<file path="config.mk">
export PLATFORM = sky130hd
export DESIGN_NAME = asc_top
export DESIGN_NICKNAME = d
export VERILOG_FILES = /design/src/logic/asc_pkg.sv /design/src/logic/asc_tx.sv /design/src/logic/asc_rx.sv /design/src/logic/asc_top.sv
export VERILOG_INCLUDE_DIRS = /design/src /design/src/logic
export SDC_FILE = /design/constraint.sdc
export NUM_CORES = 1
export LEC_CHECK = 0
export BUFFER_PORTS_ARGS = -buffer_cell sky130_fd_sc_hd__buf_2
export CORE_MARGIN = 5
export CORE_UTILIZATION = 50
export DETAILED_ROUTE_END_ITERATION = 8
export PLACE_DENSITY_LB_ADDON = 0.08
export SYNTH_ARGS = -nofsm -noshare
export SYNTH_HDL_FRONTEND = slang
export SYNTH_SLANG_ARGS = --single-unit
</file>
<file path="constraint.sdc">
create_clock -name clk_sys -period 5.9 [get_ports clk_sys]
set_clock_uncertainty 0.05 [all_clocks]
set_input_delay 0 -clock clk_sys [delete_from_list [all_inputs] [get_ports clk_sys]]
set_output_delay 0 -clock clk_sys [all_outputs]
set_load 0.1 [all_outputs]
</file>
<file path="src/logic/asc_defs.svh">
// Constants for the dual asynchronous serial channel block
// Assumes one system clock at 125 MHz and CPU I/O strobes on that clock
// What this block does
// - Transmit shifter sends its byte, then loads the waiting holding byte at once.
// - With nothing to send the transmit pin stays high.
// - Holding registers at 06H and 07H; writes accepted while the shifter is busy.
// - Holding register reads back and reading it leaves transmission untouched.
// - Each finished received character moves into a four-deep receive FIFO.
// - Read-only receive registers at 08H and 09H return the oldest character.
// - Receiver keeps shifting the next character even while the FIFO is full.
// - A character finishing while the shifter still holds one raises overrun.
// - Four-entry status FIFO beside data FIFO holds parity, framing, overrun, break.
// - Control register A at 00H: wake, rx, tx, bit4, addr/err-clear, three format bits.
// - Wake filter on in multidrop format: only addressing-bit-one characters update flags.
// - Outside multidrop format the wake filter enable does nothing.
// - Bit 6 enables the receiver.
// - Clearing bit 5 aborts transmission; the transmit-empty flag keeps its value.
// - Reset and I/O halt mode clear the receiver and transmitter enables.
// - Channel 0 bit 4 drives request-to-send directly with no side effects.
// - Shared pin carries request-to-send only while configuration bit 4 is zero.
// - Format bits pick 7/8 data, parity off/on, 1/2 stops, after a start bit.
// - Writing 0 to bit 3 clears errors; reading gives last addressing bit.
// - Channel 1 bit 4 selects transfer-end output when one; reset clears it.
`ifndef ASC_DEFS_SVH
`define ASC_DEFS_SVH
`define ADR_CA0 8'h00
`define ADR_CA1 8'h01
`define ADR_TH0 8'h06
`define ADR_TH1 8'h07
`define ADR_RX0 8'h08
`define ADR_RX1 8'h09
`define CA_WAKE 7
`define CA_RXEN 6
`define CA_TXON 5
`define CA_B4 4
`define CA_ERRCLR 3
`define CA_DW 2
`define CA_PAR 1
`define CA_STOP 0
`define CA_RST 8'h00
`define FIFO_DEPTH 3'h4
`define CLK_HZ 125000000
`define BAUD_RATE 115200
`define OVS 16
`define TICK_DIV (`CLK_HZ / (`OVS * `BAUD_RATE))
`define BIT_LAST 4'hf
`define BIT_MID 4'h7
`endif

</file>
<file path="src/logic/asc_pkg.sv">
// Types shared by the serial channel modules
// Assumes asc_defs.svh for numeric constants
`default_nettype none
package asc_pkg;
	typedef struct packed {
		logic brk;
		logic ovr;
		logic fe;
		logic pe;
	} asc_stat_s;
	typedef struct packed {
		asc_stat_s st;
		logic [7:0] data;
	} asc_ent_s;
	typedef struct packed {
		logic mp;
		logic podd;
		logic dw8;
		logic par;
		logic stop2;
	} asc_fmt_s;
	typedef struct packed {
		logic wr;
		logic rd;
		logic [7:0] addr;
		logic [7:0] wdata;
	} asc_io_req_s;
	typedef enum logic [1:0] {
		ASC_RX_IDLE = 2'b00,
		ASC_RX_START = 2'b01,
		ASC_RX_DATA = 2'b10
	} asc_rx_state_e;
	// Bits after the start bit: data, parity or address bit, stops
	function automatic logic [3:0] asc_frame_bits(asc_fmt_s f);
		return 4'h7 + {3'h0, f.dw8} + {3'h0, f.mp | f.par} + {3'h0, f.stop2} + 4'h1;
	endfunction
	function automatic logic asc_parity(logic [7:0] d, logic podd);
		return (^d) ^ podd;
	endfunction
endpackage
`default_nettype wire

</file>
<file path="src/logic/asc_tx.sv">
// Transmit shifter of one channel
// Assumes a 16x bit-rate tick and a holding register in the parent
`timescale 1ns/10ps
`default_nettype none
`include "asc_defs.svh"
module asc_tx (
	input wire logic clk_sys,
	input wire logic resetn,
	input wire logic tick,
	input wire logic en,
	input wire asc_pkg::asc_fmt_s fmt,
	input wire logic mpbt,
	input wire logic ld_valid,
	input wire logic [7:0] ld_data,
	output logic ld_take,
	output logic txd
);
	import asc_pkg::*;
	logic busy_reg;
	logic [12:0] sh_reg;
	logic [3:0] left_reg;
	logic [3:0] sub_reg;
	logic [11:0] word;
	logic ebit;
	wire bit_end = busy_reg & tick & (sub_reg == `BIT_LAST);
	wire last_end = bit_end & (left_reg == 4'h0);
	assign ld_take = en & ld_valid & (~busy_reg | last_end);
	// Seven-bit frames take parity over the seven bits sent only
	assign ebit = fmt.mp ? mpbt : asc_parity(fmt.dw8 ? ld_data : {1'b0, ld_data[6:0]}, fmt.podd);
	always_comb begin
		word = 12'hfff;
		word[7:0] = fmt.dw8 ? ld_data : {1'b1, ld_data[6:0]};
		if (fmt.mp | fmt.par) begin
			word[fmt.dw8 ? 8 : 7] = ebit;
		end
	end
	assign txd = sh_reg[0];
	always_ff @(posedge clk_sys or negedge resetn) begin
		if (!resetn) begin
			busy_reg <= 1'b0;
			sh_reg <= 13'h1fff;
			left_reg <= 4'h0;
			sub_reg <= 4'h0;
		end else if (!en) begin
			busy_reg <= 1'b0;
			sh_reg <= 13'h1fff;
		end else if (ld_take) begin
			busy_reg <= 1'b1;
			sh_reg <= {word, 1'b0};
			left_reg <= asc_frame_bits(fmt);
			sub_reg <= 4'h0;
		end else if (last_end) begin
			busy_reg <= 1'b0;
			sh_reg <= 13'h1fff;
		end else if (busy_reg & tick) begin
			sub_reg <= sub_reg + 4'h1;
			if (bit_end) begin
				sh_reg <= {1'b1, sh_reg[12:1]};
				left_reg <= left_reg - 4'h1;
			end
		end
	end
endmodule // asc_tx
`default_nettype wire

</file>
<file path="src/logic/asc_rx.sv">
// Receive shifter of one channel
// Assumes a synchronised receive line and a 16x bit-rate tick
`timescale 1ns/10ps
`default_nettype none
`include "asc_defs.svh"
module asc_rx (
	input wire logic clk_sys,
	input wire logic resetn,
	input wire logic tick,
	input wire logic en,
	input wire asc_pkg::asc_fmt_s fmt,
	input wire logic rxd,
	output logic done,
	output asc_pkg::asc_ent_s ent,
	output logic addressing_bit
);
	import asc_pkg::*;
	asc_rx_state_e st_reg;
	logic [11:0] sh_reg;
	logic [3:0] idx_reg;
	logic [3:0] sub_reg;
	logic [11:0] s_now;
	logic [7:0] d;
	logic [3:0] sp;
	logic ebit;
	logic stop1;
	logic fe;
	wire samp = (st_reg == ASC_RX_DATA) & tick & (sub_reg == `BIT_LAST);
	wire last = samp & (idx_reg == asc_frame_bits(fmt) - 4'h1);
	assign s_now = sh_reg | (12'(rxd) << idx_reg);
	assign d = fmt.dw8 ? s_now[7:0] : {1'b0, s_now[6:0]};
	assign ebit = s_now[fmt.dw8 ? 8 : 7];
	assign sp = 4'h7 + {3'h0, fmt.dw8} + {3'h0, fmt.mp | fmt.par};
	assign stop1 = s_now[sp];
	assign fe = ~stop1 | (fmt.stop2 & ~s_now[sp + 4'h1]);
	always_ff @(posedge clk_sys or negedge resetn) begin
		if (!resetn) begin
			st_reg <= ASC_RX_IDLE;
			sh_reg <= 12'h000;
			idx_reg <= 4'h0;
			sub_reg <= 4'h0;
		end else if (!en) begin
			st_reg <= ASC_RX_IDLE;
		end else if (tick) begin
			sub_reg <= sub_reg + 4'h1;
			case (st_reg)
				ASC_RX_IDLE: begin
					sub_reg <= 4'h0;
					if (!rxd) begin
						st_reg <= ASC_RX_START;
					end
				end
				ASC_RX_START: begin
					if (sub_reg == `BIT_MID) begin
						st_reg <= rxd ? ASC_RX_IDLE : ASC_RX_DATA;
						sub_reg <= 4'h0;
						idx_reg <= 4'h0;
						sh_reg <= 12'h000;
					end
				end
				ASC_RX_DATA: begin
					if (samp) begin
						sh_reg <= s_now;
						idx_reg <= idx_reg + 4'h1;
						if (last) begin
							st_reg <= ASC_RX_IDLE;
						end
					end
				end
				default: st_reg <= ASC_RX_IDLE;
			endcase
		end
	end
	always_ff @(posedge clk_sys or negedge resetn) begin
		if (!resetn) begin
			done <= 1'b0;
			ent <= '0;
			addressing_bit <= 1'b0;
		end else begin
			done <= en & last;
			if (en & last) begin
				ent.data <= d;
				ent.st.pe <= fmt.par & ~fmt.mp & (ebit != asc_parity(d, fmt.podd));
				ent.st.fe <= fe;
				ent.st.brk <= ~|d & ~stop1;
				ent.st.ovr <= 1'b0;
				addressing_bit <= fmt.mp & ebit;
			end
		end
	end
endmodule // asc_rx
`default_nettype wire

</file>
<file path="src/logic/asc_top.sv">
// Two asynchronous serial channels with CPU I/O register access
// Assumes CPU strobes on clk_sys; serial receive pins are asynchronous
`timescale 1ns/10ps
`default_nettype none
`include "asc_defs.svh"
module asc_top (
	input wire logic clk_sys,
	input wire logic resetn,
	input wire asc_pkg::asc_io_req_s io,
	output logic [7:0] io_rdata,
	input wire logic io_halt_mode,
	input wire logic sys_cfg_txs_sel,
	input wire logic csio_tx_data,
	input wire logic [1:0] multidrop_format,
	input wire logic [1:0] mpb_tx_value,
	input wire logic [1:0] parity_odd,
	input wire logic [1:0] serial_rx_pin,
	output logic [1:0] serial_tx_pin,
	output logic rts_txs_pin,
	output logic serial_clk_pin_disable,
	output logic [1:0] tx_empty_flag,
	output logic [1:0] rx_full_flag,
	output asc_pkg::asc_stat_s [1:0] rx_head_stat,
	output asc_pkg::asc_stat_s [1:0] err_flags
);
	import asc_pkg::*;

	// ****************************************
	// Decode and bit-rate tick
	// ****************************************
	logic [7:0] ctla_reg [2];
	logic [7:0] thr_reg [2];
	asc_ent_s fifo_reg [2][4];
	logic [1:0] wp_reg [2];
	logic [1:0] rp_reg [2];
	logic [2:0] cnt_reg [2];
	logic [1:0] pend_v_reg;
	asc_ent_s pend_reg [2];
	logic [1:0] mpb_last_reg;
	logic [1:0] rxs1_reg;
	logic [1:0] rxs2_reg;
	logic [6:0] tick_cnt_reg;
	logic tick;
	logic rts_pin_reg;
	logic [7:0] rdata_reg;
	logic [1:0] wr_ca;
	logic [1:0] wr_th;
	logic [1:0] rd_th;
	logic [1:0] rd_rx;
	logic [1:0] err_clr;
	logic [1:0] take;
	logic [1:0] rx_done;
	logic [1:0] rx_mpb;
	logic [1:0] acc;
	logic [1:0] push;
	logic [1:0] pop;
	logic [1:0] head_evt;
	asc_ent_s rx_ent [2];
	asc_stat_s head_next [2];
	asc_stat_s err_reg [2];
	asc_fmt_s fmt [2];

	assign wr_ca = {io.wr & (io.addr == `ADR_CA1), io.wr & (io.addr == `ADR_CA0)};
	assign wr_th = {io.wr & (io.addr == `ADR_TH1), io.wr & (io.addr == `ADR_TH0)};
	assign rd_th = {io.rd & (io.addr == `ADR_TH1), io.rd & (io.addr == `ADR_TH0)};
	assign rd_rx = {io.rd & (io.addr == `ADR_RX1), io.rd & (io.addr == `ADR_RX0)};
	assign tick = (tick_cnt_reg == 7'(`TICK_DIV - 1));

	always_ff @(posedge clk_sys or negedge resetn) begin
		if (!resetn) begin
			tick_cnt_reg <= 7'h00;
		end else begin
			tick_cnt_reg <= tick ? 7'h00 : tick_cnt_reg + 7'h01;
		end
	end

	// Two-stage synchroniser for the receive pins
	always_ff @(posedge clk_sys or negedge resetn) begin
		if (!resetn) begin
			rxs1_reg <= 2'h3;
			rxs2_reg <= 2'h3;
		end else begin
			rxs1_reg <= serial_rx_pin;
			rxs2_reg <= rxs1_reg;
		end
	end

	// ****************************************
	// Per-channel datapath
	// ****************************************
	for (genvar ch = 0; ch < 2; ch++) begin : g_ch
		assign fmt[ch].mp = multidrop_format[ch];
		assign fmt[ch].podd = parity_odd[ch];
		assign fmt[ch].dw8 = ctla_reg[ch][`CA_DW];
		assign fmt[ch].par = ctla_reg[ch][`CA_PAR];
		assign fmt[ch].stop2 = ctla_reg[ch][`CA_STOP];
		assign err_clr[ch] = wr_ca[ch] & ~io.wdata[`CA_ERRCLR];
		// Wake filter only counts in multidrop format
		assign acc[ch] = rx_done[ch] & ~(fmt[ch].mp & ctla_reg[ch][`CA_WAKE] & ~rx_mpb[ch]);
		assign push[ch] = pend_v_reg[ch] & (cnt_reg[ch] != `FIFO_DEPTH);
		assign pop[ch] = rd_rx[ch] & (cnt_reg[ch] != 3'h0);
		assign head_evt[ch] = (push[ch] & (cnt_reg[ch] == 3'h0)) | (pop[ch] & (cnt_reg[ch] > 3'h1));
		assign head_next[ch] = (cnt_reg[ch] == 3'h0) ? pend_reg[ch].st : fifo_reg[ch][rp_reg[ch] + 2'h1].st;
		assign rx_full_flag[ch] = cnt_reg[ch] != 3'h0;
		assign rx_head_stat[ch] = rx_full_flag[ch] ? fifo_reg[ch][rp_reg[ch]].st : '0;
		assign err_flags[ch] = err_reg[ch];

		asc_tx u_tx (
			.clk_sys(clk_sys),
			.resetn(resetn),
			.tick(tick),
			.en(ctla_reg[ch][`CA_TXON]),
			.fmt(fmt[ch]),
			.mpbt(mpb_tx_value[ch]),
			.ld_valid(~tx_empty_flag[ch]),
			.ld_data(thr_reg[ch]),
			.ld_take(take[ch]),
			.txd(serial_tx_pin[ch])
		);

		asc_rx u_rx (
			.clk_sys(clk_sys),
			.resetn(resetn),
			.tick(tick),
			.en(ctla_reg[ch][`CA_RXEN]),
			.fmt(fmt[ch]),
			.rxd(rxs2_reg[ch]),
			.done(rx_done[ch]),
			.ent(rx_ent[ch]),
			.addressing_bit(rx_mpb[ch])
		);

		always_ff @(posedge clk_sys or negedge resetn) begin
			if (!resetn) begin
				ctla_reg[ch] <= `CA_RST;
			end else begin
				if (wr_ca[ch]) begin
					ctla_reg[ch] <= io.wdata;
				end
				if (io_halt_mode) begin
					ctla_reg[ch][`CA_RXEN] <= 1'b0;
					ctla_reg[ch][`CA_TXON] <= 1'b0;
				end
			end
		end

		// Software write wins: the byte handed over is the old one
		always_ff @(posedge clk_sys or negedge resetn) begin
			if (!resetn) begin
				thr_reg[ch] <= 8'h00;
				tx_empty_flag[ch] <= 1'b1;
			end else if (wr_th[ch]) begin
				thr_reg[ch] <= io.wdata;
				tx_empty_flag[ch] <= 1'b0;
			end else if (take[ch]) begin
				tx_empty_flag[ch] <= 1'b1;
			end
		end

		// Pending slot models the shifter holding a character the FIFO could not take
		always_ff @(posedge clk_sys or negedge resetn) begin
			if (!resetn) begin
				pend_v_reg[ch] <= 1'b0;
				pend_reg[ch] <= '0;
				mpb_last_reg[ch] <= 1'b0;
			end else begin
				if (acc[ch]) begin
					mpb_last_reg[ch] <= rx_mpb[ch];
				end
				if (acc[ch] & pend_v_reg[ch] & ~push[ch]) begin
					pend_reg[ch].st.ovr <= 1'b1;
				end else if (acc[ch]) begin
					pend_v_reg[ch] <= 1'b1;
					pend_reg[ch] <= rx_ent[ch];
				end else if (push[ch]) begin
					pend_v_reg[ch] <= 1'b0;
				end
			end
		end

		always_ff @(posedge clk_sys or negedge resetn) begin
			if (!resetn) begin
				wp_reg[ch] <= 2'h0;
				rp_reg[ch] <= 2'h0;
				cnt_reg[ch] <= 3'h0;
				for (int i = 0; i < 4; i++) begin
					fifo_reg[ch][i] <= '0;
				end
			end else begin
				if (push[ch]) begin
					fifo_reg[ch][wp_reg[ch]] <= pend_reg[ch];
					wp_reg[ch] <= wp_reg[ch] + 2'h1;
				end
				if (pop[ch]) begin
					rp_reg[ch] <= rp_reg[ch] + 2'h1;
				end
				cnt_reg[ch] <= cnt_reg[ch] + {2'h0, push[ch]} - {2'h0, pop[ch]};
			end
		end

		// Error flags latch as an entry becomes the oldest, except one pushed as the only entry pops; set beats clear
		always_ff @(posedge clk_sys or negedge resetn) begin
			if (!resetn) begin
				err_reg[ch] <= '0;
			end else begin
				err_reg[ch] <= (err_clr[ch] ? '0 : err_reg[ch]) | (head_evt[ch] ? head_next[ch] : '0);
			end
		end
	end

	// ****************************************
	// Read data and shared pins
	// ****************************************
	logic [7:0] rd_mux;
	logic [1:0] rd_ch;
	assign rd_ch = {1'b0, io.addr[0]};
	always_comb begin
		rd_mux = 8'h00;
		case (io.addr)
			`ADR_CA0, `ADR_CA1: begin
				rd_mux = ctla_reg[rd_ch[0]];
				rd_mux[`CA_ERRCLR] = fmt[rd_ch[0]].mp & mpb_last_reg[rd_ch[0]];
			end
			`ADR_TH0, `ADR_TH1: rd_mux = thr_reg[rd_ch[0]];
			`ADR_RX0, `ADR_RX1: rd_mux = rx_full_flag[rd_ch[0]] ? fifo_reg[rd_ch[0]][rp_reg[rd_ch[0]]].data : 8'h00;
			default: rd_mux = 8'h00;
		endcase
	end

	always_ff @(posedge clk_sys or negedge resetn) begin
		if (!resetn) begin
			rdata_reg <= 8'h00;
			rts_pin_reg <= 1'b0;
		end else begin
			if (io.rd) begin
				rdata_reg <= rd_mux;
			end
			rts_pin_reg <= sys_cfg_txs_sel ? csio_tx_data : ctla_reg[0][`CA_B4];
		end
	end
	assign io_rdata = rdata_reg;
	assign rts_txs_pin = rts_pin_reg;
	assign serial_clk_pin_disable = ctla_reg[1][`CA_B4];
endmodule // asc_top
`default_nettype wire

</file>
# Yosys cells after proc, flatten, opt, wreduce, memory -nomap -nowiden

Cells that the tools add are included.

Register bits after elaboration: 314
Bits in latches: 0
Memory bits (writable): 0
ROM bits: 0
Input port bits: 31
Memories kept: 0

Add/subtract/negate cells: 29
Multipliers: 0
Divide/modulo/power cells: 0
$lt $le $gt $ge: 21
Eq/ne operators: 44
Shift-type cells: 2
Multiplexer cells: 162
Bitwise logic cells: 98
Reduce and logical (&&, ||, !) cells: 54

Operator list:

| kind                                                                | count |
|---|---|
| two-way mux 12 bit                                                  | 16 |
| two-way mux 48 bit                                                  | 3 |
| two-way mux 13 bit                                                  | 10 |
| binary-select mux 12 bit (select 2 bit)                             | 5 |
| two-way mux 4 bit                                                   | 30 |
| two-way mux 8 bit                                                   | 15 |
| bitwise mux 48 bit                                                  | 2 |
| greater-or-equal comparator 32 x 1 -> 1 bit (second input constant) | 2 |
| < comparator 32 x 6 -> 1 bit (second input constant)                | 2 |
| bitwise AND 1 bit                                                   | 55 |
| demux 12 bit (select 2 bit)                                         | 2 |
| one-hot mux 12 bit (2 select lines)                                 | 2 |
| adder 4 x 1 -> 4 bit (second input constant)                        | 10 |
| two-way mux 2 bit                                                   | 19 |
| two-way mux 1 bit                                                   | 33 |
| one-hot mux 4 bit (2 select lines)                                  | 4 |
| XOR reduction 8 bit                                                 | 4 |
| nonzero test 2 bit                                                  | 14 |
| binary-select mux 1 bit (select 4 bit)                              | 6 |
| bitwise mux 12 bit                                                  | 2 |
| OR 12 bit                                                           | 2 |
| one-hot mux 8 bit (3 select lines)                                  | 1 |
| left shift 1 x 4 -> 12 bit                                          | 2 |
| two-way mux 11 bit                                                  | 2 |
| 51 further kinds                                                    | 167 |

# Logic depth before layout (Yosys ltp)

Gate-level depths: netlist of the first run.

Depth after elaboration: 12
Depth in mapped cells: 12
Gate-level depth less buffers: 11

# By module

Synthesis of the first run repeated with hierarchy kept, for this count alone.

Cell total of the unflattened synthesis: 1287
Area total of the unflattened synthesis: 15382.3 um^2

By module, submodules not included:

| module                | instances | cells each | area each (um^2) | sequential area each (um^2) |
|---|---|---|---|---|
| asc_top               | 1         | 631        | 9051.2           | 4962.3 |
| asc_rx (g_ch[0].u_rx) | 1         | 207        | 1990.7           | 875.8 |
| asc_rx (g_ch[1].u_rx) | 1         | 207        | 1988.2           | 875.8 |
| asc_tx (g_ch[1].u_tx) | 1         | 122        | 1182.4           | 488.0 |
| asc_tx (g_ch[0].u_tx) | 1         | 120        | 1169.9           | 488.0 |

# Least setup slack after synthesis of the first run

OpenSTA, ideal clock, no wires.

Path type: flip-flop to flip-flop
From: register ctla_reg[1] (netlist bit)
To: register g_ch[1].u_rx.st_reg[1]
Data arrival time: 2.780 ns
Data required time: 5.731 ns
Setup slack: 2.951 ns
Cell stages (with the launch flop): 11
Path buffers: 0
Clock period less this slack: 2.949 ns
Cells stage by stage: dfrtp_1 > or2_2 > ha_1 > xnor2_1 > fa_1 > xor2_1 > nand2b_1 > nor4_1 > o211ai_1 > and2_0 > o21a_1

Cells in the longest elaborated chain, start to end: 9

Ends and longest elaborated chain:

| item                                            | line           | source |
|---|---|---|
| start: declaration                              | asc_top.sv:31  | `logic [7:0] ctla_reg [2];` |
| start signal: indexed assignment                | asc_top.sv:135 | `` ctla_reg[ch] <= `CA_RST; `` |
| start signal: indexed assignment                | asc_top.sv:138 | `ctla_reg[ch] <= io.wdata;` |
| OR 1 bit                                        | asc_pkg.sv:35  | `return 4'h7 + {3'h0, f.dw8} + {3'h0, f.mp \| f.par} + {3'h0, f.stop2} + 4'h1;` |
| adder 4 x 1 -> 4 bit (3 in a row)               | asc_pkg.sv:35  |  |
| subtractor 4 x 1 -> 4 bit                       | asc_rx.sv:29   | `wire last = samp & (idx_reg == asc_frame_bits(fmt) - 4'h1);` |
| equality test 4 bit                             | asc_rx.sv:29   |  |
| bitwise AND 1 bit                               | asc_rx.sv:29   |  |
| inequality test 3 x 2 -> 1 bit (no source line) | n/a            |  |
| AND reduction 5 bit (no source line)            | n/a            |  |
| end signal: assignment                          | asc_rx.sv:55   | `st_reg <= rxd ? ASC_RX_IDLE : ASC_RX_DATA;` |
| end: declaration                                | asc_rx.sv:18   | `asc_rx_state_e st_reg;` |

No other way between the ends.
A chain may end at the register's enable or synchronous reset.

# Final worst setup path of the first run

From: register ctla_reg[1] (netlist bit)
To: register g_ch[1].u_rx.ent[11] (netlist bit)

Cells in the longest elaborated chain, start to end: 8
Elaborated cells between the ends (all ways): 12

Ends and longest elaborated chain:

| item                              | line                        | source |
|---|---|---|
| OR 1 bit *                        | asc_pkg.sv:35, asc_rx.sv:33 |  |
| adder 4 x 1 -> 4 bit *            | asc_pkg.sv:35, asc_rx.sv:33 |  |
| adder 4 x 1 -> 4 bit (2 in a row) | asc_pkg.sv:35               |  |
| subtractor 4 x 1 -> 4 bit         | asc_rx.sv:29                |  |
| equality test 4 bit               | asc_rx.sv:29                |  |
| bitwise AND 1 bit                 | asc_rx.sv:29                |  |
| bitwise AND 1 bit                 | asc_rx.sv:81                | `if (en & last) begin` |
| end: declaration                  | asc_rx.sv:14                | `output asc_pkg::asc_ent_s ent,` |

Every way passes the cells marked *; elsewhere a longest branch is shown, timed or not. The select of a mux whose other input is x is not followed.

==> reports/metrics.cfg, run 1 <==
[yosys]
synth_edf_count = 0
synth_cell_types = 89
syn_inst = 1288
ys_seq_area_share_pct = 50.04
yosys_register_bits = 306
synth_area_mm2 = 0.01537
syn_area_per_cell_um2 = 11.93
ys.flop_type = dfrtp_1
synth_warnings = 0
syn-num-nets = 1365
postSynth.asyncResetShare_pct = 100.0

[global_route]
antenna_found_initial = 0
track_usage_pct = 20.87
grt_pass1_vias = 10310
grt_max_degree = 172
grt_pass1_wl_um = 57210
grt_overflow = 0

[worst_setup_path]
cp-end-kind = flip-flop
critPathRequiredTime_ns = 6.30
crit_arrival_ns = 3.96
cp_common_cell = nor4_1
r2r_slack_ns = 2.34
path_cells = or2_2, ha_1, nor2b_1, fa_1, xor2_1, nand2b_1, nor4_1, nand2_1, nor4_1, a21o_1
cpMaxStageDelayCell = fa_1
critPathKind = reg -> reg
cp_max_fo = 23
slowest_delay_ns = 0.50
cp-start-kind = flip-flop

[floorplanning]
die_width_um = 185.3
initial_utilization_pct = 50.37
die_y_um = 185.3
placementRows = 64
coreArea_mm2 = 0.03051
dieArea_mm2 = 0.03434
num_io_pins = 63

[cts]
cts.clk_slew.worst_paths_ns = 0.06
post_cts_resized = 0
cts_setup_buffers = 0
clock-root-buffer = clkbuf_16
clockBufferDepth = 3
clk-insertion-delay-late_ns = 0.52
cts_tree = done
h-tree-depth = 2
cts_buffers = 36
ctsHoldBuffers = 24
clock_sink_count = 306

[routing]
drcViolationCount = 0
drtIter0Drc = 460
drt_wl_total_um = 35040
dr.pass1.iters = 4
ant_nets = 0
wl_per_cell_um = 19.60
vias = 10130
drt-vias-per-instance = 5.667

[sta]
rsz0062_at_grt = no
timing.fmax_mhz = 280.8
period_needed_ns = 3.561
tightest_slew_ns = 1.008
period_share_pct = 60.36
setup_tns_ns = 0
fin_ws_ns = 2.339
slew_viol_final = 0
hold_viol_final = 0
setup_viol = 0
relSlewSlack_pct = 32.78

[placement]
gp_congestion = 0.8379
dp_hpwl_um = 24250
dp_slack_ns = 2.365
port_buffers = 62

[layout]
largest_reg_flops = 96
multi_input_area_mm2 = 0.007222
utilization_pct = 57.07
regArea_mm2 = 0.007690
finalNetCount = 1443
drive_gt1_share_pct = 27.44
nFillCells = 2545
antenna_cells = 0
syn2layout_area_growth_pct = 13.30

[outcome]
status = completed

[pwr]
power.switching_w = 0.001110
powerDensity_mw_per_mm2 = 266.5
combPwrFrac_pct = 6.5
p_leak_nw = 8.076
sw_frac_of_total_pct = 23.93
clkPwrFrac_pct = 46.7
power_frac_seq_pct = 46.8
cellInternalPower_w = 0.003531
peakVddDrop_mv = 0.2076

[worst_hold_path]
hold_path.class = in -> reg

[run]
drv_cap = 0

==> power groups by stage <==
stage	clock network [W]	logic, W	registers, W
finish	0.00217	0.000302	0.00217
global route	0.00230	0.000331	0.00218
CTS	0.00222	0.000308	0.00217
detailed placement	0	0.000294	0.00221
global placement	0	0.000290	0.00221
floorplan	0	0.000150	0.00223
==> layout by cell type (no fill, tap or decap), types with 5 or more instances in the layout <==
master / instances
nand3_1: 21
mux2_2: 143
o32a_1: 5
clkbuf_16: 37
nand4_1: 8
o22ai_2: 7
mux4_2: 33
a21oi_2: 12
clkbuf_1: 9
dfstp_2: 26
a221oi_1: 9
dlygate4sd3_1: 23
o22ai_1: 8
and3_1: 9
clkbuf_8: 8
a31oi_1: 13
ha_1: 42
nor3_1: 24
o21ai_0: 69
a211oi_1: 7
nor2b_1: 21
xnor2_1: 32
inv_1: 51
a21o_1: 6
nor2_1: 91
nand2_1: 101
buf_2: 61
o22a_1: 5
buf_4: 8
dfrtp_1: 280
xor2_1: 23
nand2b_1: 12
a21oi_1: 35
mux2i_1: 36
==> worst paths after layout <==
path                             startpoint  cells after the start                       to
worst max-delay path            ctla_reg[1]                     10     g_ch[1].u_rx.ent[11]
worst min-delay path                 io[15]                      5              io_rdata[5]
worst max register to register  ctla_reg[1]                     10     g_ch[1].u_rx.ent[11]
worst min register to register  rxs1_reg[1]                      0              rxs2_reg[1]
max in group asynchronous            resetn                      4               thr_reg[3]
min in group asynchronous            resetn                      3  g_ch[0].u_rx.sh_reg[11]
==> cells by family after synthesis <==
family,after synthesis,synth area share (%)
AND/OR/NAND/NOR,337,11.41
XOR/XNOR,59,3.721
flip-flops,306,50.04
adder cells (fa/ha/maj),46,3.940
multiplexers,212,17.66
buffers and inverters,107,3.004
AO/OA/AOI/OAI,221,10.23
==> final cells by class <==
| type | instances | share of cell area (%) |
|---|---|---|
| sequential | 306 | 44.16 |
| clock buffer | 54 | 6.144 |
| tap | 396 | 2.845 |
| multi-input combinational | 875 | 41.47 |
| inverter | 52 | 1.121 |
| clock inverter | 10 | 0.5174 |
| timing repair buffer | 95 | 3.736 |
==> metal layers <==
layer  vias to the layer above  global-route usage (%)  part of all wire (%)
li1                       4792                       -                     -
met1                      5140                   30.21                    48
met2                       148                   33.94                    48
met3                        52                   2.514                   2.8
met4                         0                   5.021                   2.0
met5                         -                       0                     0
==> stage by stage <==
step	power, W	instance area, um2	hold slack, ns	std cells
after detailed placement	0.002503	16000	-0.08526	1700
after CTS	0.004702	17410	0.0008875	1788
after global routing	0.004811	17410	0.04425	1788
after global placement	0.002498	16000	-0.08695	1700
final	0.004641	17410	0.02850	1788
after floorplan	0.002382	15370	-0.3456	1288
==> Yosys cell counts (5+ instances only) <==
cell | number | area share, %
a21oi_1 | 35 | 1.1
o22ai_1 | 8 | 0.33
dfstp_2 | 26 | 4.4
o22a_1 | 5 | 0.28
mux4_2 | 33 | 4.8
a211oi_1 | 7 | 0.34
nand3_1 | 21 | 0.68
buf_2 | 18 | 0.59
nor3_1 | 25 | 0.81
o32a_1 | 5 | 0.33
nor2b_1 | 21 | 0.85
and3_1 | 9 | 0.37
a221oi_1 | 9 | 0.51
nor2_1 | 91 | 2.2
o22ai_2 | 7 | 0.57
o21ai_0 | 69 | 2.2
a21o_1 | 6 | 0.29
clkbuf_1 | 29 | 0.71
xnor2_1 | 32 | 1.8
a21oi_2 | 12 | 0.68
nand2_1 | 101 | 2.5
mux2i_1 | 36 | 2.3
inv_1 | 51 | 1.2
xor2_1 | 23 | 1.3
dfrtp_1 | 280 | 46
ha_1 | 42 | 3.4
a31oi_1 | 13 | 0.53
nand2b_1 | 12 | 0.49
nand4_1 | 8 | 0.33
mux2_2 | 143 | 10
==> worst max-delay path: cells and delay by family (launching register included) <==
family | cells | cell delay (ns)
AO/OA/AOI/OAI | 1 | 0.12
XOR/XNOR | 1 | 0.16
adder cells (fa/ha/maj) | 2 | 0.88
flip-flops | 1 | 0.47
AND/OR/NAND/NOR | 6 | 1.83
Note: power is estimated with default switching activity, not from simulation.
==> inputs of run 2 (changes only) <==
Clock period 5.9 ns to 2.9 ns, I/O delays scaled along.
==> reports/metrics.cfg, run 2 (synthesis gave the netlist of run 1 again) <==
[worst_setup_path]
reg2reg_from = ctla_reg[1]
reg2reg_depth = 10
cp-startpoint = ctla_reg[1]
critPathTopFamily = simple AND/OR/NAND/NOR gates
r2r-end = g_ch[1].u_rx.ent[11]
critPathRequiredTime_ns = 3.30
cp-end-kind = flip-flop
r2r_slack_ns = 0.09
crit_path_end = g_ch[1].u_rx.ent[11]
crit_arrival_ns = 3.20
path_cells = or2_4, ha_4, nor2b_4, fa_1, xor2_1, nand2b_1, nor4_4, nand2_4, nor4_2, a21o_1
critPathKind = reg -> reg
cp_max_fo = 5
cpMaxStageDelayCell = fa_1
cp.depth = 10
cp_num_buf_inv = 0
cp-start-kind = flip-flop
slowest_delay_ns = 0.52

[layout]
largest_reg_flops = 96
drive_gt1_share_pct = 31.65
final_common_cell = dfrtp_1
final_cell_mix = dfrtp_1 (280), mux2_2 (143), nand2_1 (95)
syn2layout_area_growth_pct = 17.36
stdcell_area_mm2 = 0.01804
finalNetCount = 1497
antenna_cells = 0

[placement]
gp_congestion = 0.8486
placed_area_mm2 = 0.01646
dp_slack_ns = -0.1299
port_buffers = 62
dp_hpwl_um = 25530

[floorplanning]
initial_utilization_pct = 50.37
coreArea_mm2 = 0.03051
placementRows = 64
die_width_um = 185.3
dieArea_mm2 = 0.03434
die_y_um = 185.3
num_io_pins = 63

[cts]
h-tree-depth = 2
clock_sink_count = 306
cts_tree = done
clockBufferDepth = 3
cts_buffers = 36
clock-root-buffer = clkbuf_16
clk-insertion-delay-late_ns = 0.52
cts.clk_slew.worst_paths_ns = 0.06

[global_route]
grt_pass1_wl_um = 58620
antenna_found_initial = 0
grt_overflow = 0
track_usage_pct = 21.49
grt_max_degree = 89
grt_pass1_vias = 10580

[routing]
drt-vias-per-instance = 5.625
drt_wl_total_um = 35960
wl_per_cell_um = 19.51
drtIter0Drc = 615
ant_nets = 0
drcViolationCount = 0
vias = 10370
dr.pass1.iters = 5

[sta]
slew_viol_final = 0
timing.fmax_mhz = 356.2
period_needed_ns = 2.807
hold_viol_final = 0
hold_ws_ns = 0.02571
relSlewSlack_pct = 52.00
period_share_pct = 96.80
tightest_slew_ns = 0.7192
setup_viol = 0
fin_ws_ns = 0.09287
rsz0062_at_grt = yes

[pwr]
power_w = 0.009687
peakVddDrop_mv = 0.3855
p_leak_nw = 8.462
powerDensity_mw_per_mm2 = 537.1

[worst_hold_path]
hold_path.class = in -> async

[outcome]
status = completed

[run]
drv_cap = 0

==> run 2: worst register-to-register path, cell delays in order (launching register included) <==
cell,delay (ns)
dfrtp_1,0.38
or2_4,0.24
ha_4,0.23
nor2b_4,0.13
fa_1,0.52
xor2_1,0.14
nand2b_1,0.16
nor4_4,0.35
nand2_4,0.14
nor4_2,0.29
a21o_1,0.11
==> run 2: repair_timing <==
item                                    CTS  global route
endpoints found under the setup margin    4            26
hold buffers                             22             0
gates resized for setup                   1            26
pin swaps                                 0             7
setup buffers                             0             1
endpoints found under the hold margin   160             0
cloned                                    0             2
==> run 2: metal layers <==
metal / global-route usage, % / part of all wire [%] / vias to the layer above
met5: 0 / 0 / -
met4: 6.342 / 2.7 / 0
met3: 3.064 / 4.1 / 55
met2: 34.29 / 47 / 200
met1: 30.86 / 46 / 5198
li1: - / - / 4913
==> run 2: layout make-up <==
cell class,count,area (um2)
clock inverters,16,172.7
clock buffers,49,1040
repair buffers,149,1112
well taps,396,495.5
multi-input cells,875,7331
fillers,2547,12470
flip-flops and latches,306,7690
inverters,52,195.2
==> run 2: how the worst min path moves through the flow <==
stage / cells past startpoint / endpoint / start / slack [ns]
detailed placement: 1 / err_flags[7] / resetn / 0.02
global placement: 1 / err_flags[7] / resetn / 0.02
finish: 2 / err_flags[5] / resetn / 0.03
global route: 5 / io_rdata[5] / io[15] / 0.05
CTS: 5 / io_rdata[5] / io[15] / 0.01
floorplan: 0 / cnt_reg[0] / resetn / -0.35
==> run 2: where the power goes <==
group          switching (W)  total (W)  leakage, nW  internal, W
registers          0.0000730    0.00440         4.07      0.00433
logic               0.000437   0.000688         3.78     0.000251
clock network        0.00181    0.00459        0.606      0.00279
==> run 2: per-stage QoR <==
step | util, % | setup TNS [ns] | cells
final | 59.12 | 0 | 1843
after global routing | 59.12 | -0.1469 | 1843
after CTS | 58.66 | -0.07582 | 1840
after detailed placement | 53.95 | -0.3167 | 1753
after global placement | 53.95 | -0.03651 | 1753
after floorplan | - | 0 | 1288
==> inputs of run 3 (changes only) <==
Settings changed: SYNTH_HIERARCHICAL set to 1.
==> reports/metrics.cfg, run 3 <==
[outcome]
status = complete, but fails checks
violations = negative hold slack

[routing]
drtIter0Drc = 583
drt-vias-per-instance = 5.576
drt_wl_total_um = 34430
dr.pass1.iters = 5
drcViolationCount = 0
ant_nets = 0
vias = 10180
wl_per_cell_um = 18.85

[layout]
syn2layout_area_growth_pct = 15.98
antenna_cells = 0
final_common_cell = dfrtp_1
finalNetCount = 1484
stdcell_count = 1826
drive_gt1_share_pct = 29.44
largest_reg_flops = 96
final_cell_mix = dfrtp_1 (280), mux2_2 (143), nor2_1 (80)

[pwr]
power.switching_w = 0.002236
sw_frac_of_total_pct = 23.38
combPwrFrac_pct = 6.2
clkPwrFrac_pct = 47.7
cellInternalPower_w = 0.007325
peakVddDrop_mv = 0.3493
p_leak_nw = 8.310
power_frac_seq_pct = 46.1
powerDensity_mw_per_mm2 = 535.9

[sta]
hold_viol_final = 1
timing.fmax_mhz = 361.0
period_share_pct = 95.51
setup_viol = 0
slew_viol_final = 0
period_needed_ns = 2.770
relSlewSlack_pct = 53.01
hold_ws_ns = -0.003085
tightest_slew_ns = 0.7032

[cts]
clk-insertion-delay-late_ns = 0.51
clock_sink_count = 306
h-tree-depth = 2
clock-root-buffer = clkbuf_16
cts.clk_slew.worst_paths_ns = 0.06
clockBufferDepth = 3
cts_tree = done
cts_buffers = 37

[worst_setup_path]
critPathKind = reg -> reg
cpMaxStageDelayCell = or3_4
reg2reg_from = ctla_reg[9]
cp-startpoint = ctla_reg[9]
r2r-end = g_ch[0].u_rx/st_reg[0]
slowest_delay_ns = 0.44
r2r_slack_ns = 0.13
critPathRequiredTime_ns = 3.27
cp_num_buf_inv = 2
crit_path_end = g_ch[0].u_rx/st_reg[0]
cp-start-kind = flip-flop
cp_max_fo = 3
crit_arrival_ns = 3.14
cp.depth = 11
path_cells = or2_2, ha_4, inv_2, ha_2, inv_1, ha_1, xor2_1, nand3_2, or3_4, a21oi_4, mux2i_1
critPathTopFamily = simple AND/OR/NAND/NOR gates
cp-end-kind = flip-flop
reg2reg_depth = 11

[placement]
dp.cells = 1733
gp_congestion = 0.8063
port_buffers = 62
dp_hpwl_um = 24070

[yosys]
yosys_register_bits = 306
postSynth.asyncResetShare_pct = 100.0
synth.most_common_cell = dfrtp_1
synth_cell_types = 89
ys_seq_area_share_pct = 49.99
syn_area_per_cell_um2 = 11.95
synth_common_cells = dfrtp_1 (280), mux2_2 (143), nor2_1 (80), inv_1 (69), nand2_1 (69)
ys.flop_type = dfrtp_1
syn-num-nets = 1369
synth.area.top_cells = dfrtp_1 (46%), mux2_2 (10%), mux4_2 (4.8%), dfstp_2 (4.4%), ha_1 (3.8%)
synth_top_cell_by_area = dfrtp_1
syn_inst = 1287
synth_edf_count = 0
synth_area_mm2 = 0.01538
synth_warnings = 6
synth.top_cell.area_share_pct = 45.55

[global_route]
track_usage_pct = 20.76
grt_max_degree = 76
grt_pass1_vias = 10550
antenna_found_initial = 0
grt_pass1_wl_um = 57280
grt_overflow = 0

[worst_hold_path]
hold_path.class = in -> async

[floorplanning]
placementRows = 64
initial_utilization_pct = 50.42
die_width_um = 185.4
dieArea_mm2 = 0.03437
num_io_pins = 63
die_y_um = 185.4
coreArea_mm2 = 0.03051

[run]
drv_cap = 0

## run 3: changes by cell type after synthesis, sizes merged, moves of 6 or more
cell and change:
o21ai -35, nand2 -32, inv +19, mux2i +16, nor2 -13, a21oi +12
nand3 +10, o2bb2ai +10, xor2 -10, a221oi -9, o21a +9, o22ai +8
xnor2 +6
## run 3: area by class of cell
class / instances / area (um2)
fillers: 2578 / 12670
clock inverters: 10 / 88.84
well taps: 396 / 495.5
clock buffers: 57 / 1121
inverters: 70 / 262.8
repair buffers: 128 / 928.4
multi-input cells: 859 / 7254
flip-flops and latches: 306 / 7690
## run 3: worst reg2reg max path, delay by kind of cell, from the launching register on
| family | cells | cell delay [ns] |
|---|---|---|
| buffers and inverters | 2 | 0.11 |
| xor gates and xnor gates | 1 | 0.20 |
| and+or+nand+nor | 3 | 0.89 |
| DFF | 1 | 0.38 |
| AOI/OAI and AO/OA | 1 | 0.17 |
| adders and majority gates | 3 | 0.69 |
| muxes | 1 | 0.20 |
## run 3: how the worst min path moves through the flow
stage                start      endpoint  slack (ns)  cells after the start
floorplan           resetn    cnt_reg[0]       -0.35                      0
global placement    resetn  fifo_reg[34]       -0.03                      1
detailed placement  resetn  fifo_reg[34]       -0.03                      1
CTS                 resetn  fifo_reg[34]        0.01                      2
global route        resetn  fifo_reg[34]        0.04                      2
finish              resetn  fifo_reg[34]      -0.003                      2
## run 3: power by group through the flow
| stage | clock network (W) | registers [W] | logic (W) |
|---|---|---|---|
| global route | 0.00485 | 0.00442 | 0.000658 |
| global placement | 0 | 0.00448 | 0.000563 |
| finish | 0.00456 | 0.00441 | 0.000592 |
| CTS | 0.00467 | 0.00441 | 0.000595 |
| detailed placement | 0 | 0.00448 | 0.000569 |
| floorplan | 0 | 0.00448 | 0.000319 |
## run 3: what timing repair did
| item | 4_1_cts | 5_1_grt |
|---|---|---|
| hold endpoints to repair | 323 | 0 |
| resized for setup | 0 | 9 |
| hold buffers | 25 | 0 |
| pin swaps | 2 | 6 |
| buffers inserted | 0 | 1 |
| endpoints found under the setup margin | 2 | 26 |
## run 3: per-layer routing
metal  wire, um  global-route usage (%)  up-vias
met1      16270                   30.07     5127
met2      16090                   33.39      147
met4        633                   4.228        0
li1           -                       -     4857
met3       1426                   3.476       50
met5          0                       0        -
## run 3: kinds of logic (layout without fill, tap and decap cells)
logic type,after synthesis,after routing,share of synthesized area (%)
compound gates,205,205,8.956
xor+xnor,53,53,3.197
fa+ha+maj,51,51,4.344
buf+inv,122,265,3.278
flops,306,306,49.99
mux,233,233,19.17
other cells,2,2,0.04882
simple gates,315,315,11.01
## run 3: through the flow
stage	power (W)	setup TNS, ns	util, %	area (um2)	setup WS [ns]
detailed placement	0.005052	-0.005833	53.51	16330	-0.004379
CTS	0.009676	0	58.30	17790	0.002758
finish	0.009561	0	58.48	17840	0.1302
global placement	0.005045	0	53.51	16330	0.1000
global route	0.009930	-0.008747	58.48	17840	-0.008747
floorplan	0.004797	0	-	15380	0.1111
